## src/fbr_pkg.sv

```systemverilog
// fbr_pkg: register map, codes, reset values and carriers of the
// fieldbus status and configuration bank.
// assumes one 16-bit register access per request from the host side.
package fbr_pkg;

   // register addresses (16-bit register numbers)
   localparam logic [15:0] FBR_ADR_LINK_STATE = 16'h4001;
   localparam logic [15:0] FBR_ADR_NODE_STATE = 16'h4002;
   localparam logic [15:0] FBR_ADR_MAKER_HI = 16'h4003;
   localparam logic [15:0] FBR_ADR_MAKER_LO = 16'h4004;
   localparam logic [15:0] FBR_ADR_BUSVER_HI = 16'h4007;
   localparam logic [15:0] FBR_ADR_BUSVER_LO = 16'h4008;
   localparam logic [15:0] FBR_ADR_FIRMWARE = 16'h4009;
   localparam logic [15:0] FBR_ADR_SERIAL_HI = 16'h400A;
   localparam logic [15:0] FBR_ADR_SERIAL_LO = 16'h400B;
   localparam logic [15:0] FBR_ADR_NODE_ADDR = 16'h400C;
   localparam logic [15:0] FBR_ADR_ACT_RATE = 16'h400F;
   localparam logic [15:0] FBR_ADR_STO_RATE = 16'h4010;
   localparam logic [15:0] FBR_ADR_CFG_HI = 16'h4011;
   localparam logic [15:0] FBR_ADR_CFG_LO = 16'h4012;

   // reset values
   localparam logic [15:0] FBR_RST_STO_RATE = 16'h0000;
   localparam logic [31:0] FBR_RST_CFG = 32'h0000_0009;
   localparam logic [15:0] FBR_ZERO16 = 16'h0000;

   // active bit rate answers
   localparam logic [15:0] FBR_RATE_UNKNOWN = 16'h0000;
   localparam logic [15:0] FBR_RATE_NO_BUS = 16'hFFFF;
   localparam logic [3:0] FBR_RATE_AUTO = 4'h0;
   localparam logic [3:0] FBR_RATE_MAX = 4'h8;

   // node address limits
   localparam logic [6:0] FBR_ADDR_NONE = 7'h00;

   // field of the configuration word
   localparam int FBR_CFG_SRC_LSB = 0;

   // bus status codes
   typedef enum logic [1:0] {
      FBR_LINK_UNDEF = 2'h0,
      FBR_LINK_RUN = 2'h1,
      FBR_LINK_BUSOFF = 2'h2,
      FBR_LINK_BAD_SET = 2'h3
   } fbr_link_t;

   // node protocol state codes
   typedef enum logic [2:0] {
      FBR_NODE_INIT = 3'h0,
      FBR_NODE_ERROR = 3'h1,
      FBR_NODE_STOPPED = 3'h2,
      FBR_NODE_STARTUP = 3'h3,
      FBR_NODE_OPER = 3'h4
   } fbr_node_t;

   // address source selection, configuration bits 1:0
   typedef enum logic [1:0] {
      FBR_SRC_STORED = 2'h0,
      FBR_SRC_SHIFT = 2'h1,
      FBR_SRC_LSS = 2'h2,
      FBR_SRC_BAD = 2'h3
   } fbr_src_t;

   // host register request
   typedef struct packed {
      logic req;
      logic wr;
      logic [15:0] addr;
      logic [15:0] wdata;
   } fbr_mb_req_t;

   // host register answer
   typedef struct packed {
      logic ack;
      logic err;
      logic [15:0] rdata;
   } fbr_mb_rsp_t;

   // persistent image, kept by outside storage
   typedef struct packed {
      logic [31:0] maker;
      logic [31:0] serial;
      logic [15:0] sto_rate;
      logic [31:0] cfg;
   } fbr_nv_t;

   // live state from the fieldbus engine
   typedef struct packed {
      fbr_link_t link;
      fbr_node_t node;
      logic bus_connected;
      logic rate_known;
      logic [3:0] rate;
      logic [6:0] lss_addr;
      logic [3:0] lss_rate;
   } fbr_eng_t;

   // applied node setting
   typedef struct packed {
      logic [6:0] addr;
      logic [3:0] rate;
      logic invalid;
   } fbr_apply_t;

   function automatic logic fbr_rate_ok(input logic [15:0] r);
      fbr_rate_ok = (r <= {12'h000, FBR_RATE_MAX});
   endfunction : fbr_rate_ok

endpackage : fbr_pkg

```

## src/fbr_regs.sv

```systemverilog
// fbr_regs: fieldbus status and configuration register bank.
// assumes host register requests, engine state, shift register port
// and storage image all come from logic on clk_sys.
//
// Overview of operation
// - bus status reads undefined, run, bus-off, bad setting
// - node state reads init, error, stopped, start-up, operation
// - maker number writable, persistent, high word first
// - bus version read-only, high word first, zero default
// - firmware revision read-only fixed value
// - serial number writable, persistent, high word first
// - active node address shows address in use
// - LSS without network shows zero, flags invalid
// - active rate: unknown zero, codes 1-8, no bus FFFF
// - stored rate accepts 0-8, persistent, default 0
// - stored rate applies only for register source
// - config bits 1:0 select address source
// - config word writable, persistent, default 00000009
`timescale 1ns/1ps
module fbr_regs
   import fbr_pkg::*;
#(
   parameter logic [31:0] MAKER_DEFAULT = 32'h0000_1234, // arbitrary value
   parameter logic [31:0] SERIAL_DEFAULT = 32'h0000_0001, // arbitrary value
   parameter logic [15:0] FIRMWARE_REV = 16'h0100, // arbitrary value
   parameter logic [31:0] BUS_VERSION = 32'h0000_0000
)
(
   // clock and reset
   input wire logic clk_sys,
   input wire logic nrst,
   // host register access
   input wire fbr_mb_req_t mb_req,
   output fbr_mb_rsp_t mb_rsp_q,
   // fieldbus engine state
   input wire fbr_eng_t eng,
   // stored node address and shift register port
   input wire logic [6:0] stored_node_addr,
   input wire logic [6:0] shift_register_port_addr,
   input wire logic shift_register_port_valid,
   // applied setting toward the engine
   output fbr_apply_t apply_q,
   // config debug port: invalid setting flag
   output logic config_debug_port_invalid_q,
   // persistent storage
   input wire logic nv_load,
   input wire fbr_nv_t nv_image,
   output fbr_nv_t nv_image_q,
   output logic nv_store_q
);

   typedef struct packed {
      fbr_nv_t nv;
      fbr_mb_rsp_t rsp;
      fbr_apply_t apply;
      logic store;
   } fbr_state_t;

   localparam fbr_nv_t NV_RESET = '{
      maker: MAKER_DEFAULT,
      serial: SERIAL_DEFAULT,
      sto_rate: FBR_RST_STO_RATE,
      cfg: FBR_RST_CFG
   };

   fbr_state_t s_q;
   fbr_state_t s_d;
   fbr_apply_t sel;
   fbr_src_t src;
   logic [15:0] rd_val;
   logic rd_hit;
   logic ro_hit;

   // source chosen by the stored configuration word
   assign src = fbr_src_t'(s_q.nv.cfg[FBR_CFG_SRC_LSB +: 2]);

   fbr_src_sel u_sel (
      .src(src),
      .stored_addr(stored_node_addr),
      .stored_rate(s_q.nv.sto_rate),
      .shift_addr(shift_register_port_addr),
      .shift_valid(shift_register_port_valid),
      .lss_addr(eng.lss_addr),
      .lss_rate(eng.lss_rate),
      .bus_connected(eng.bus_connected),
      .apply(sel)
   );

   // read decode
   always_comb begin
      rd_val = FBR_ZERO16;
      rd_hit = 1'b1;
      ro_hit = 1'b0;
      if (mb_req.addr == FBR_ADR_LINK_STATE) begin
         ro_hit = 1'b1;
         if (s_q.apply.invalid) begin
            rd_val = {14'h0000, FBR_LINK_BAD_SET};
         end else begin
            rd_val = {14'h0000, eng.link};
         end
      end else if (mb_req.addr == FBR_ADR_NODE_STATE) begin
         ro_hit = 1'b1;
         rd_val = {13'h0000, eng.node};
      end else if (mb_req.addr == FBR_ADR_MAKER_HI) begin
         rd_val = s_q.nv.maker[31:16];
      end else if (mb_req.addr == FBR_ADR_MAKER_LO) begin
         rd_val = s_q.nv.maker[15:0];
      end else if (mb_req.addr == FBR_ADR_BUSVER_HI) begin
         ro_hit = 1'b1;
         rd_val = BUS_VERSION[31:16];
      end else if (mb_req.addr == FBR_ADR_BUSVER_LO) begin
         ro_hit = 1'b1;
         rd_val = BUS_VERSION[15:0];
      end else if (mb_req.addr == FBR_ADR_FIRMWARE) begin
         ro_hit = 1'b1;
         rd_val = FIRMWARE_REV;
      end else if (mb_req.addr == FBR_ADR_SERIAL_HI) begin
         rd_val = s_q.nv.serial[31:16];
      end else if (mb_req.addr == FBR_ADR_SERIAL_LO) begin
         rd_val = s_q.nv.serial[15:0];
      end else if (mb_req.addr == FBR_ADR_NODE_ADDR) begin
         ro_hit = 1'b1;
         rd_val = {9'h000, s_q.apply.addr};
      end else if (mb_req.addr == FBR_ADR_ACT_RATE) begin
         ro_hit = 1'b1;
         if (!eng.bus_connected) begin
            rd_val = FBR_RATE_NO_BUS;
         end else if (!eng.rate_known) begin
            rd_val = FBR_RATE_UNKNOWN;
         end else begin
            rd_val = {12'h000, eng.rate};
         end
      end else if (mb_req.addr == FBR_ADR_STO_RATE) begin
         rd_val = s_q.nv.sto_rate;
      end else if (mb_req.addr == FBR_ADR_CFG_HI) begin
         rd_val = s_q.nv.cfg[31:16];
      end else if (mb_req.addr == FBR_ADR_CFG_LO) begin
         rd_val = s_q.nv.cfg[15:0];
      end else begin
         rd_hit = 1'b0;
      end
   end

   // next state
   always_comb begin
      s_d = s_q;
      s_d.rsp.ack = 1'b0;
      s_d.rsp.err = 1'b0;
      s_d.store = 1'b0;
      s_d.apply = sel;
      if (nv_load) begin
         // storage image restores persistent words after power-up
         s_d.nv = nv_image;
         if (!fbr_rate_ok(nv_image.sto_rate)) begin
            s_d.nv.sto_rate = FBR_RST_STO_RATE;
         end
      end
      if (mb_req.req) begin
         s_d.rsp.ack = 1'b1;
         s_d.rsp.rdata = rd_val;
         s_d.rsp.err = !rd_hit;
         if (mb_req.wr) begin
            s_d.rsp.rdata = FBR_ZERO16;
            if (rd_hit && !ro_hit) begin
               s_d.store = 1'b1;
            end
            // read-only words ignore writes, answer without error
            if (mb_req.addr == FBR_ADR_MAKER_HI) begin
               s_d.nv.maker[31:16] = mb_req.wdata;
            end else if (mb_req.addr == FBR_ADR_MAKER_LO) begin
               s_d.nv.maker[15:0] = mb_req.wdata;
            end else if (mb_req.addr == FBR_ADR_SERIAL_HI) begin
               s_d.nv.serial[31:16] = mb_req.wdata;
            end else if (mb_req.addr == FBR_ADR_SERIAL_LO) begin
               s_d.nv.serial[15:0] = mb_req.wdata;
            end else if (mb_req.addr == FBR_ADR_STO_RATE) begin
               if (fbr_rate_ok(mb_req.wdata)) begin
                  s_d.nv.sto_rate = mb_req.wdata;
               end else begin
                  s_d.rsp.err = 1'b1;
                  s_d.store = 1'b0;
               end
            end else if (mb_req.addr == FBR_ADR_CFG_HI) begin
               s_d.nv.cfg[31:16] = mb_req.wdata;
            end else if (mb_req.addr == FBR_ADR_CFG_LO) begin
               s_d.nv.cfg[15:0] = mb_req.wdata;
            end else if (ro_hit) begin
               s_d.rsp.err = 1'b0;
            end
         end
      end
   end

   // state register
   always_ff @(posedge clk_sys or negedge nrst) begin
      if (!nrst) begin
         s_q.nv <= NV_RESET;
         s_q.rsp <= '0;
         s_q.apply <= '0;
         s_q.store <= 1'b0;
      end else begin
         s_q <= s_d;
      end
   end

   assign mb_rsp_q = s_q.rsp;
   assign apply_q = s_q.apply;
   assign config_debug_port_invalid_q = s_q.apply.invalid;
   assign nv_image_q = s_q.nv;
   assign nv_store_q = s_q.store;

endmodule : fbr_regs

```

## src/fbr_src_sel.sv

```systemverilog
// fbr_src_sel: picks node address and bit rate from the selected source.
// assumes all inputs come from logic on the same clock; combinational.
`timescale 1ns/1ps
module fbr_src_sel
   import fbr_pkg::*;
(
   // selection
   input wire fbr_src_t src,
   // candidate settings
   input wire logic [6:0] stored_addr,
   input wire logic [15:0] stored_rate,
   input wire logic [6:0] shift_addr,
   input wire logic shift_valid,
   input wire logic [6:0] lss_addr,
   input wire logic [3:0] lss_rate,
   input wire logic bus_connected,
   // result
   output fbr_apply_t apply
);

   always_comb begin
      apply.addr = FBR_ADDR_NONE;
      apply.rate = FBR_RATE_AUTO;
      apply.invalid = 1'b0;
      case (src)
         FBR_SRC_STORED: begin
            apply.addr = stored_addr;
            apply.rate = stored_rate[3:0];
            apply.invalid = !fbr_rate_ok(stored_rate) ||
               (stored_addr == FBR_ADDR_NONE);
         end
         FBR_SRC_SHIFT: begin
            // shift register port sets the address, rate auto detected
            apply.addr = shift_addr;
            apply.invalid = !shift_valid;
         end
         FBR_SRC_LSS: begin
            // no network: address shows zero, setting invalid
            apply.addr = bus_connected ? lss_addr : FBR_ADDR_NONE;
            apply.rate = lss_rate;
            apply.invalid = !bus_connected;
         end
         default: begin
            apply.invalid = 1'b1;
         end
      endcase
      if (apply.invalid) begin
         apply.addr = FBR_ADDR_NONE;
      end
   end

endmodule : fbr_src_sel
```

## config.mk

```make
export PLATFORM = sky130hd
export DESIGN_NAME = fbr_regs
export DESIGN_NICKNAME = d
export VERILOG_FILES = /design/src/fbr_pkg.sv /design/src/fbr_regs.sv /design/src/fbr_src_sel.sv
export SDC_FILE = /design/constraint.sdc
export NUM_CORES = 1
export LEC_CHECK = 0
export BUFFER_PORTS_ARGS = -buffer_cell sky130_fd_sc_hd__buf_2
export CORE_MARGIN = 1.5
export CORE_UTILIZATION = 35
export DETAILED_ROUTE_END_ITERATION = 12
export PLACE_DENSITY = 0.7
export SETUP_SLACK_MARGIN = 0.4
export SYNTH_ARGS = -nofsm -noshare
export SYNTH_HDL_FRONTEND = slang
export SYNTH_SLANG_ARGS = --single-unit
```

## constraint.sdc

```tcl
create_clock -name clk_sys -period 1.85 [get_ports clk_sys]
set_clock_uncertainty 0.1 [all_clocks]
set_input_delay 0 -clock clk_sys [delete_from_list [all_inputs] [get_ports clk_sys]]
set_output_delay 0 -clock clk_sys [all_outputs]
set_load 0.01 [all_outputs]
```

==> impl_metrics.csv <==
group,metric,value,unit
worst_setup_path,crit_fanout,7,
layout,mostFrequentLayoutCells,"buf_2 (319), dlygate4sd3_1 (160), dfrtp_1 (135)",
yosys,synth_edf_count,0,
die,num_rows,54,
place,dp_hpwl,25.80,mm
route,routedWlPerCell,22.20,um
global_route,grt_max_degree,57,
timing,fmax,0.5574,GHz
place,dp_cells,1544,
yosys,syn_area,0.007925,sq mm
clocking,insertion_delay,0.43,ns
timing,min_period,1.794,ns
route,routed_wl,39.37,mm
flow_run,maxCapViolations,0,
worst_setup_path,path_class,"reg2reg",
yosys,synth.distinct_cells,60,
power_and_ir_drop,p_per_area,643.5,mW/mm^2
timing,maxSlewHeadroom,71.51,%
route,drt-initial-drc-count,882,
layout,nets,1665,
timing,tightest_slew,0.4274,ns
timing,finalHoldViolations,0,
timing,worst_slack,0.05610,ns
route,drc_errors,0,
yosys,syn_area_per_cell,9.088,sq um
die,core_area,0.02203,sq mm
hold_path,hold_path_class,"in2reg",
worst_setup_path,crit_path_start_kind,"flop",
place,place.gp.congestion,0.9188,
route,vias_per_cell,5.605,
die,fp.dieW,153.5,um
layout,drive_above_1_share,45.67,%
layout,final_cells,1773,
global_route,grt_pass1_wl,55.16,mm
timing,period_share,96.97,%
clocking,cts-root-buf,"clkbuf_16",
power_and_ir_drop,p_leak,0.006909,uW
yosys,ys_async_sr_fraction,100.0,%
yosys,yosysSeqAreaShare,45.28,%
layout,syn_to_final_growth,80.77,%
yosys,synthFlopType,"dfrtp_1",
power_and_ir_drop,ir_worst_vdd,0.6286,mV
route,firstDrtPassIters,7,
global_route,grt_remaining_overflow,0,
die,io_pins,330,
yosys,ys_ff_latch,143,
place,port_buffers,329,
layout,postLayoutCoreUtil,65.04,%
place,pre_cts_slack,-0.2019,ns
global_route,grt_antenna_before_repair,3,
timing,setup_violations,0,
worst_setup_path,cp.arrival,2.04,ns
clocking,cts_tree,"yes",
global_route,grt_pass1_vias,9688,
die,die_h,153.5,um
yosys,syn_inst,872,
worst_setup_path,critPathRequiredTime,2.09,ns
timing,maxSlewViolCount,0,
clocking,cts_buffers,17,
clocking,numClockSinks,143,
clocking,htree_levels,4,
clocking,clkTransAtPathRegs,0.07,ns
layout,layout_commonest_cell,"buf_2",
yosys,ys.warnings.count,0,
yosys,synth_fp_nets,1058,
route,vias,9938,
die,initial_core_util,35.98,%
global_route,grt_usage,30.78,%
outcome,run_status,"complete, no violations",
die,dieArea,0.02355,sq mm
clocking,clockBufferDepth,2,
route,ant_nets,0,
timing,rsz0062_at_grt,"true",
worst_setup_path,crit_path_end_kind,"flop",
==> path summary, 6_finish.rpt <==
path,endpoint,slack [ns],cells past startpoint,from
worst max-delay path,apply_q[7]$_DFF_PN0_,0.06,6,nv_image_q[36]$_DFF_PN0_
worst min register to register,mb_rsp_q[5]$_DFFE_PN0P_,0.39,2,mb_rsp_q[5]$_DFFE_PN0P_
max in group asynchronous,nv_image_q[3]$_DFF_PN1_,0.53,4,nrst
worst max register to register,apply_q[7]$_DFF_PN0_,0.06,6,nv_image_q[36]$_DFF_PN0_
min in group asynchronous,nv_image_q[65]$_DFF_PN0_,0.48,3,nrst
worst min-delay path,nv_store_q$_DFF_PN0_,0.04,6,mb_req[21]
==> timing repair <==
item,4_1_cts,5_1_grt
buffers inserted,7,17
endpoints found under the hold margin,269,0
pin swaps,22,74
hold buffers,161,0
gates cloned,1,11
gates resized for setup,57,186
endpoints found under the setup margin,71,140
==> final cells by class <==
cell class	instances	area, sq um
Antenna cell	2	5.005
Clock buffer	24	471.7
Clock inverter	7	112.6
Fill cell	1719	7700
Inverter	6	22.52
Multi-Input combinational cell	658	4825
Sequential cell	143	3592
Tap cell	280	350.3
Timing Repair Buffer	653	4947
==> power by group <==
group          internal (uW)  switching [uW]  total, uW
clock                   2180            1350       3530
combinational           1010            1010       2020
sequential              3390             280       3670
==> cell families (layout without fill, tap and decap cells) <==
| group | after synthesis | in the layout | synth area share, % |
|---|---|---|---|
| multiplexers | 108 | 108 | 13.64 |
| flip-flops | 143 | 143 | 45.28 |
| buffers and inverters | 72 | 690 | 3.710 |
| AND/OR/NAND/NOR | 285 | 286 | 17.21 |
| AO/OA/AOI/OAI | 264 | 264 | 20.16 |
| other | 0 | 2 | 0 |
==> cells in the mapped netlist (10+ instances only) <==
master / number / area share [%]
nor2b_1: 11 / 0.87
clkbuf_1: 44 / 2.1
nand2_1: 94 / 4.5
nor2_1: 94 / 4.5
mux2i_1: 108 / 14
dfrtp_1: 135 / 43
a21oi_1: 87 / 5.5
a22oi_1: 15 / 1.4
nor4_1: 12 / 0.95
buf_2: 16 / 1.0
a221oi_1: 10 / 1.1
o21ai_0: 81 / 5.1
a31oi_1: 12 / 0.95
nand3_1: 14 / 0.88
and2_1: 16 / 1.3
==> layer usage <==
| layer | track usage, % | vias up | wire, um |
|---|---|---|---|
| li1 | - | 4412 | - |
| met1 | 36.35 | 4842 | 15150 |
| met2 | 53.25 | 566 | 19630 |
| met3 | 6.946 | 116 | 2909 |
| met4 | 14.24 | 2 | 1663 |
| met5 | 0 | - | 13 |
==> per-stage QoR <==
stage / TNS [ns] / instance area, sq um / power (uW) / hold WS, ns
finish: 0 / 14330 / 9219 / 0.03843
global route: 0 / 14320 / 9525 / 0.03242
CTS: 0 / 13390 / 9041 / 0.009114
detailed placement: -6.202 / 10860 / 5218 / -0.1572
global placement: -4.929 / 10860 / 5196 / -0.1635
floorplan: 0 / 8118 / 4271 / -0.3956
==> flip-flops by register name (all words and copies together), names as in the netlist <==
| name | flops |
|---|---|
| nv_image_q | 112 |
| config_debug_port_invalid_q | 1 |
| mb_rsp_q | 18 |
| apply_q | 11 |
| nv_store_q | 1 |
==> worst max-delay path, stage by stage (launching register included) <==
cell and delay (ns):
dfrtp_1 0.42, nor4_4 0.31, nand3_2 0.19, nor3_2 0.18
a21oi_2 0.06, or2_4 0.28, o21ai_2 0.16
Note: power is estimated with default switching activity, not from simulation.
